===== src/include/lp_reset_pkg.sv =====
// Package for the stop/wait and reset-status unit: register map, fields, timing.
// Assumes a 32-bit APB slave decoding byte addresses on the low address bits.
package lp_reset_pkg;
  localparam logic [15:0] break_exit_status_addr       = 16'hfe00;
  localparam logic [15:0] reset_source_status_addr     = 16'hfe01;
  localparam logic [15:0] break_flag_clear_control_addr = 16'hfe03;
  localparam logic [15:0] option_addr                  = 16'hfe08;
  localparam logic [15:0] power_control_addr           = 16'hfe0c;
  localparam int          break_exit_flag_bit          = 1;
  localparam int          break_clear_enable_bit       = 7;
  localparam int          short_recovery_select_bit    = 0;
  localparam int          stop_request_bit             = 0;
  localparam int          wait_request_bit             = 1;
  localparam logic [7:0]  zero_byte_reset              = 8'h00;
  localparam logic [7:0]  power_on_status_reset        = 8'h80;
  localparam int          long_recovery_cycles         = 4096;
  localparam int          short_recovery_cycles        = 32;

  typedef enum logic [1:0] {
    mode_run      = 2'b00,
    mode_wait     = 2'b01,
    mode_stop     = 2'b10,
    mode_recover  = 2'b11
  } power_mode_t;

  // Reset causes as reported in the reset-source register, bit 7 down to bit 0, bit 2 unused
  typedef struct packed {
    logic power_on;
    logic pin;
    logic watchdog;
    logic bad_opcode;
    logic bad_fetch_address;
    logic monitor_entry;
    logic low_voltage;
  } reset_cause_t;
endpackage : lp_reset_pkg


===== src/core/lp_reset_unit.sv =====
// Stop/wait low-power control, stop recovery counter and reset-source status.
// Assumes reset causes are held stable by the reset generator until the first clock edge after reset release.
//
// Contract
// RL1: Stop entry resets counter, stops system clocks
// RL2: Interrupt ends stop after full recovery delay
// RL3: Reset or break also exits stop
// RL4: Clock generator output gated in stop
// RL5: Recovery 4096 cycles, or 32 if short
// RL6: Software keeps short recovery clear with crystal
// RL7: Break during stop sets break-exit flag
// RL8: Counter held reset until recovery begins
// RL9: Exit condition is pin, interrupt or break
// RL10: Registers decoded at fe00, fe01, fe03
// RL11: Break-exit flag cleared by write zero, reset
// RL12: Reading reset-source register clears it
// RL13: Power-on sets its flag, clears others
// RL14: Separate flag for each reset cause
// RL15: Bad address flag only for fetches
// RL16: Monitor flag on blank vector entry
// RL17: Clear enable gates clears during break
// RL18: Wait stops CPU clocks, peripherals run
// RL19: Break during wait sets break-exit flag
// RL20: Counter re-enables clocks at terminal count
// RL21: Status flags raise no interrupt
//
// Added by the designer: the APB interface to the registers.
`timescale 1ns/1ns
`default_nettype none
module lp_reset_unit #(
  parameter int long_recovery  = lp_reset_pkg::long_recovery_cycles,
  parameter int short_recovery = lp_reset_pkg::short_recovery_cycles
) (
  input  wire logic                       clock,
  input  wire logic                       reset,
  input  wire logic                       pclk_unused_tie,
  input  wire logic                       psel,
  input  wire logic                       penable,
  input  wire logic                       pwrite,
  input  wire logic [15:0]                paddr,
  input  wire logic [31:0]                pwdata,
  input  wire logic [3:0]                 pstrb,
  output logic [31:0]                     prdata,
  output logic                            pready,
  output logic                            pslverr,
  input  wire lp_reset_pkg::reset_cause_t reset_cause,
  input  wire logic                       fetch_cycle,
  input  wire logic                       vector_blank,
  input  wire logic                       interrupt_one_pin,
  input  wire logic                       reset_pin_active,
  input  wire logic                       cpu_interrupt,
  input  wire logic                       break_interrupt,
  input  wire logic                       break_state,
  output logic                            clock_generator_output_en,
  output logic                            cpu_clock_en,
  output logic                            stack_start,
  output logic                            low_power_exit,
  output logic [1:0]                      power_mode
);
  localparam logic [12:0] long_term  = 13'(long_recovery - 1);
  localparam logic [12:0] short_term = 13'(short_recovery - 1);

  lp_reset_pkg::power_mode_t mode_reg;
  lp_reset_pkg::power_mode_t mode_next;
  logic [12:0] count_reg;
  logic        break_exit_flag_reg;
  logic        break_exit_flag_next;
  logic [7:0]  reset_status_reg;
  logic [7:0]  reset_status_next;
  logic        break_clear_enable_reg;
  logic        short_recovery_select_reg;
  logic        cause_capture_reg;
  logic [31:0] prdata_next;

  // Exact match of a register address
  function automatic logic addr_hit(input logic [15:0] a, input logic [15:0] b);
    return a == b;
  endfunction : addr_hit

  // Bus decode
  wire access      = psel && penable;
  wire wr          = access && pwrite && pstrb[0];
  wire rd          = access && !pwrite;
  wire hit_bes     = addr_hit(paddr, lp_reset_pkg::break_exit_status_addr);        // see RL10
  wire hit_rss     = addr_hit(paddr, lp_reset_pkg::reset_source_status_addr);      // see RL10
  wire hit_bfc     = addr_hit(paddr, lp_reset_pkg::break_flag_clear_control_addr); // see RL10
  wire hit_opt     = addr_hit(paddr, lp_reset_pkg::option_addr);
  wire hit_pwr     = addr_hit(paddr, lp_reset_pkg::power_control_addr);
  wire setup_phase = psel && !penable;
  wire mapped      = hit_bes || hit_rss || hit_bfc || hit_opt || hit_pwr;
  wire clear_ok    = !break_state || break_clear_enable_reg;                // see RL17

  // Exit condition and recovery terminal count
  wire exit_cond   = reset_pin_active || cpu_interrupt || break_interrupt;  // see RL9 RL3
  wire [12:0] term = short_recovery_select_reg ? short_term : long_term;    // see RL5 RL6
  wire at_term     = count_reg == term;                                     // see RL20
  wire stop_req    = wr && hit_pwr && pwdata[lp_reset_pkg::stop_request_bit];
  wire wait_req    = wr && hit_pwr && pwdata[lp_reset_pkg::wait_request_bit];
  wire low_power   = mode_reg == lp_reset_pkg::mode_stop || mode_reg == lp_reset_pkg::mode_wait;
  wire break_exit  = low_power && break_interrupt;                          // see RL7 RL19

  // Mode sequencing
  always_comb begin
    mode_next = mode_reg;
    case (mode_reg)
      lp_reset_pkg::mode_run: begin
        if (stop_req) begin
          mode_next = lp_reset_pkg::mode_stop;                              // see RL1
        end else if (wait_req) begin
          mode_next = lp_reset_pkg::mode_wait;                              // see RL18
        end
      end
      lp_reset_pkg::mode_wait: begin
        if (exit_cond) begin
          mode_next = lp_reset_pkg::mode_run;
        end
      end
      lp_reset_pkg::mode_stop: begin
        if (exit_cond) begin
          mode_next = lp_reset_pkg::mode_recover;                           // see RL2 RL3
        end
      end
      lp_reset_pkg::mode_recover: begin
        if (at_term) begin
          mode_next = lp_reset_pkg::mode_run;                               // see RL20 RL2
        end
      end
      default: mode_next = lp_reset_pkg::mode_run;
    endcase
  end

  // Break-exit flag: set wins over a software clear
  always_comb begin
    break_exit_flag_next = break_exit_flag_reg;
    if (wr && hit_bes && !pwdata[lp_reset_pkg::break_exit_flag_bit] && clear_ok) begin
      break_exit_flag_next = 1'b0;                                          // see RL11 RL17
    end
    if (break_exit) begin
      break_exit_flag_next = 1'b1;                                          // see RL7 RL19 RL11
    end
  end

  // Reset-source flags: captured once after reset release, read clears
  always_comb begin
    reset_status_next = reset_status_reg;
    if (rd && hit_rss && clear_ok) begin
      reset_status_next = lp_reset_pkg::zero_byte_reset;                   // see RL12 RL17
    end
    if (cause_capture_reg) begin
      if (reset_cause.power_on) begin
        reset_status_next = lp_reset_pkg::power_on_status_reset;            // see RL13
      end else begin
        reset_status_next = reset_status_reg | {1'b0,                       // see RL14
          reset_cause.pin,
          reset_cause.watchdog,
          reset_cause.bad_opcode,
          reset_cause.bad_fetch_address && fetch_cycle,                     // see RL15
          1'b0,
          reset_cause.monitor_entry && vector_blank && interrupt_one_pin,   // see RL16
          reset_cause.low_voltage};
      end
    end
  end

  // Read data
  always_comb begin
    prdata_next = 32'h0000_0000;
    if (hit_bes) begin
      prdata_next[lp_reset_pkg::break_exit_flag_bit] = break_exit_flag_reg;
    end else if (hit_rss) begin
      prdata_next[7:0] = reset_status_reg;
    end else if (hit_bfc) begin
      prdata_next[lp_reset_pkg::break_clear_enable_bit] = break_clear_enable_reg;
    end else if (hit_opt) begin
      prdata_next[lp_reset_pkg::short_recovery_select_bit] = short_recovery_select_reg;
    end else if (hit_pwr) begin
      prdata_next[1:0] = mode_reg;
    end
  end

  // Next values of the registered outputs
  wire clk_gen_next = mode_next != lp_reset_pkg::mode_stop &&
                      mode_next != lp_reset_pkg::mode_recover;             // see RL4 RL1
  wire cpu_clk_next = mode_next == lp_reset_pkg::mode_run;                 // see RL18
  wire stack_next   = mode_reg == lp_reset_pkg::mode_recover && at_term;   // see RL2
  wire in_recovery  = mode_reg == lp_reset_pkg::mode_recover;

  // Mode state
  always_ff @(posedge clock or posedge reset) begin
    if (reset) begin
      mode_reg <= lp_reset_pkg::mode_run;
    end else begin
      mode_reg <= mode_next;
    end
  end

  // Recovery counter, held clear outside recovery
  always_ff @(posedge clock or posedge reset) begin
    if (reset) begin
      count_reg <= 13'h0000;
    end else begin
      if (in_recovery) begin
        count_reg <= count_reg + 13'h0001;                                  // see RL8 RL20
      end else begin
        count_reg <= 13'h0000;                                              // see RL1 RL8
      end
    end
  end

  always_ff @(posedge clock or posedge reset) begin
    if (reset) begin
      break_exit_flag_reg <= 1'b0;
    end else begin
      break_exit_flag_reg <= break_exit_flag_next;
    end
  end

  always_ff @(posedge clock or posedge reset) begin
    if (reset) begin
      reset_status_reg <= lp_reset_pkg::zero_byte_reset;
    end else begin
      reset_status_reg <= reset_status_next;
    end
  end

  // High for the first edge after reset release only
  always_ff @(posedge clock or posedge reset) begin
    if (reset) begin
      cause_capture_reg <= 1'b1;
    end else begin
      cause_capture_reg <= 1'b0;
    end
  end

  always_ff @(posedge clock or posedge reset) begin
    if (reset) begin
      break_clear_enable_reg <= 1'b0;
    end else begin
      if (wr && hit_bfc) begin
        break_clear_enable_reg <= pwdata[lp_reset_pkg::break_clear_enable_bit];
      end
    end
  end

  always_ff @(posedge clock or posedge reset) begin
    if (reset) begin
      short_recovery_select_reg <= 1'b0;
    end else begin
      if (wr && hit_opt) begin
        short_recovery_select_reg <= pwdata[lp_reset_pkg::short_recovery_select_bit];
      end
    end
  end

  // Outputs, all registered; no interrupt output exists
  always_ff @(posedge clock or posedge reset) begin
    if (reset) begin
      prdata <= 32'h0000_0000;
    end else begin
      prdata <= prdata_next;
    end
  end

  always_ff @(posedge clock or posedge reset) begin
    if (reset) begin
      pready <= 1'b0;
    end else begin
      pready <= setup_phase;
    end
  end

  always_ff @(posedge clock or posedge reset) begin
    if (reset) begin
      pslverr <= 1'b0;
    end else begin
      pslverr <= setup_phase && !mapped;
    end
  end

  always_ff @(posedge clock or posedge reset) begin
    if (reset) begin
      clock_generator_output_en <= 1'b1;
    end else begin
      clock_generator_output_en <= clk_gen_next;                          // see RL4
    end
  end

  always_ff @(posedge clock or posedge reset) begin
    if (reset) begin
      cpu_clock_en <= 1'b1;
    end else begin
      cpu_clock_en <= cpu_clk_next;                                       // see RL18
    end
  end

  always_ff @(posedge clock or posedge reset) begin
    if (reset) begin
      stack_start <= 1'b0;
    end else begin
      stack_start <= stack_next;                                          // see RL2
    end
  end

  always_ff @(posedge clock or posedge reset) begin
    if (reset) begin
      low_power_exit <= 1'b0;
    end else begin
      low_power_exit <= exit_cond;                                        // see RL9 RL21
    end
  end

  always_ff @(posedge clock or posedge reset) begin
    if (reset) begin
      power_mode <= 2'b00;
    end else begin
      power_mode <= mode_next;
    end
  end
endmodule : lp_reset_unit
`default_nettype wire


===== config.mk =====
export PLATFORM = sky130hd
export DESIGN_NAME = lp_reset_unit
export DESIGN_NICKNAME = d
export VERILOG_FILES = /design/src/include/lp_reset_pkg.sv /design/src/core/lp_reset_unit.sv
export SDC_FILE = /design/constraint.sdc
export NUM_CORES = 1
export LEC_CHECK = 0
export BUFFER_PORTS_ARGS = -buffer_cell sky130_fd_sc_hd__buf_4
export CORE_UTILIZATION = 48
export DETAILED_ROUTE_END_ITERATION = 6
export PLACE_DENSITY = 0.89
export SYNTH_ARGS = -nofsm -noshare
export SYNTH_HDL_FRONTEND = slang
export SYNTH_SLANG_ARGS = --single-unit

===== constraint.sdc =====
create_clock -name clock -period 4.04 [get_ports clock]
set_clock_uncertainty 0.15 [all_clocks]
set_input_delay 0.404 -clock clock [delete_from_list [all_inputs] [get_ports clock]]
set_output_delay 0.404 -clock clock [all_outputs]
set_load 0.02 [all_outputs]

==> impl_metrics.env <==
export IMPL_status="finished clean"
export IMPL_tightest_slew_ns=0.593
export IMPL_clock_tree_root_cell="clkbuf_8"
export IMPL_p_sw_frac=0.270
export IMPL_drt_iter0_drc=119
export IMPL_antenna_found_initial=0
export IMPL_period_share=0.615
export IMPL_synth_distinct_cells=43
export IMPL_grt_pass1_vias=1490
export IMPL_async_flop_share=1.00
export IMPL_cts_buffer_depth=2
export IMPL_wire_per_inst_um=13.5
export IMPL_crit_required_ns=4.07
export IMPL_final_layout_size_suffix_gt1_frac=0.288
export IMPL_synth_cells=212
export IMPL_crit_fanout=5
export IMPL_power_frac_comb=0.179
export IMPL_drc_errors=0
export IMPL_worstSetupPathType="in -> reg"
export IMPL_antenna_cells=0
export IMPL_dp_final_hpwl_um=3380
export IMPL_die_h_um=68.5
export IMPL_dpl_worst_slack_ns=1.25
export IMPL_internal_power_mw=0.676
export IMPL_finalSetupViolations=0
export IMPL_route_vias_total=1673
export IMPL_clk_insertion_delay_late_ns=0.29
export IMPL_routabilityCongestion=0.834
export IMPL_cts_sinks=40
export IMPL_final_nets=350
export IMPL_cts_tree="done"
export IMPL_cts_buffers=5
export IMPL_power_density_mw_per_mm2=354
export IMPL_synth_top_area_share=0.437
export IMPL_syn_area_mm2=0.00212
export IMPL_postSynthAreaPerCell_um2=10.0
export IMPL_ys_seq_area_frac=0.474
export IMPL_fp_row_count=23
export IMPL_detail_route_wirelength_um=4370
export IMPL_cts_resized=0
export IMPL_h_tree_depth=2
export IMPL_crit_path_start_kind="input port"
export IMPL_antenna_left=0
export IMPL_setup_ws_ns=1.55
export IMPL_synth_edf_count=0
export IMPL_grt_overflow=0
export IMPL_slowest_delay_ns=0.54
export IMPL_synth_warnings=0
export IMPL_core_mm2=0.00412
export IMPL_power_frac_seq=0.472
export IMPL_first_pass_iters=4
export IMPL_synth_ff_latch_count=40
export IMPL_maxCapViolations=0
export IMPL_total_leakage_power_nw=1.28
export IMPL_path_clk_slew_ns=0.08
export IMPL_worst_setup_path_end_kind="register"
export IMPL_via_per_inst=5.16
export IMPL_max_vdd_ir_drop_mv=0.189
export IMPL_portBuffers=54
export IMPL_grtUsageTotal=0.191
export IMPL_die_area_mm2=0.00469
export IMPL_slew_viol_final=0
export IMPL_synthTopCellsByArea="dfrtp_1 44%, buf_4 8.8%, and2_1 4.4%, dfstp_2 3.7%, ha_1 2.9%"
export IMPL_worstPathArrival_ns=2.51
export IMPL_path_cells="buf_4 -> or4b_4 -> or4_4 -> or3_4 -> o211a_1 -> or3b_1"
export IMPL_hold_buffers=0
export IMPL_cts_setup_buffers=0
export IMPL_clock_fmax_mhz=402
export IMPL_slew_headroom=0.604
export IMPL_yosys_area_top_type="dfrtp_1"
export IMPL_p_sw_mw=0.250
export IMPL_worst_path_max_delay_cell="or4b_4"
export IMPL_die_w_um=68.5
export IMPL_grt_max_degree=26
export IMPL_fin_tns_setup_ns=0
export IMPL_io_pins=112
export IMPL_grt_pass1_wl_um=6510
export IMPL_pwr_share_clk=0.349
export IMPL_rsz0062_at_grt="false"
export IMPL_initial_core_util=0.515
export IMPL_fin_crit_ns=2.49
export IMPL_area_growth_pct=23.2
export IMPL_worstHoldPathType="in -> async"
export IMPL_hold_viol=0
export IMPL_synthFlopType="dfrtp_1"
export IMPL_largest_reg_flops=13
[cell usage in the layout, fill, tap and decap left out, drive strengths merged, types with 6 or more instances in the layout]
master	Yosys	final
nor2	15	15
nand2	16	16
buf	25	56
nor3	7	7
dfrtp	37	37
inv	10	10
xnor2	7	7
conb	1	26
and2	15	15
nand4	8	8
a21oi	6	6
[synth_stat cells (all sizes together) (2+ instances only)]
library cell,count
a21boi,3
a21oi,6
a31oi,4
and2,15
buf,25
clkbuf,2
dfrtp,37
dfstp,3
ha,5
inv,10
mux2,2
mux2i,3
nand2,16
nand4,8
nor2,15
nor2b,5
nor3,7
nor4,5
o21ai,5
or2,2
or3,4
or3b,2
or4,2
or4b,3
xnor2,7
xor2,3
[power by group through the flow]
stage               clock network, mW  registers [mW]  logic (mW)
finish                          0.323           0.437       0.166
global route                    0.353           0.440       0.182
CTS                             0.329           0.437       0.165
detailed placement                  0           0.445       0.165
global placement                    0           0.444       0.160
floorplan                           0           0.458       0.104
[critical path, delay by kind of cell]
family / cells / cell delay [ns]
and+or+nand+nor: 4 / 1.85
AOI/OAI and AO/OA: 1 / 0.15
buffers and inverters: 1 / 0.11
[routing by layer]
| layer | vias up | wire, um | global-route usage |
|---|---|---|---|
| met3 | 8 | 240 | 0.0583 |
| met5 | - | 0 | 0 |
| li1 | 804 | - | - |
| met1 | 787 | 1760 | 0.222 |
| met2 | 74 | 2290 | 0.321 |
| met4 | 0 | 84 | 0.0859 |
[layout make-up]
cell class                 count  area [um2]
clock buffer                   5        68.8
multi-input combinational    160         977
sequential                    40        1000
timing repair buffer          56         420
fill                         323        1500
tap                           50        62.6
clock inverter                 3        42.5
inverter                      10        37.5
[final timing paths]
path / to / slack (ns) / depth (start not counted) / start
setup / recovery: power_mode[0] / 1.55 / 6 / paddr[5]
hold / removal: reset_status_reg[0] / 0.03 / 2 / reset
setup reg to reg: power_mode[1] / 1.76 / 5 / count_reg[5]
hold reg to reg: count_reg[0] / 0.33 / 1 / count_reg[0]
max in group asynchronous: clock_generator_output_en / 2.92 / 3 / reset
min in group clock: pready / 0.16 / 2 / penable
[kinds of logic after synthesis]
family | after synthesis | share of synthesized area
AO/OA/AOI/OAI | 26 | 0.0802
XOR/XNOR | 10 | 0.0413
adder cells (fa/ha/maj) | 5 | 0.0295
buffers and inverters | 37 | 0.110
flip-flops | 40 | 0.474
multiplexers | 5 | 0.0248
other | 1 | 0.00177
AND/OR/NAND/NOR | 88 | 0.239
[through the flow]
step | power [mW] | hold WS [ns] | instances | instance area [um2] | utilization
after CTS | 0.932 | 0.0391 | 324 | 2610 | 0.635
after global placement | 0.604 | 0.317 | 316 | 2500 | 0.608
after floorplan | 0.561 | 0.295 | 237 | 2210 | -
after detailed placement | 0.610 | 0.319 | 316 | 2500 | 0.608
final | 0.925 | 0.0294 | 324 | 2610 | 0.635
after global routing | 0.975 | 0.0705 | 324 | 2610 | 0.635
(Power assumes the default switching activity.)
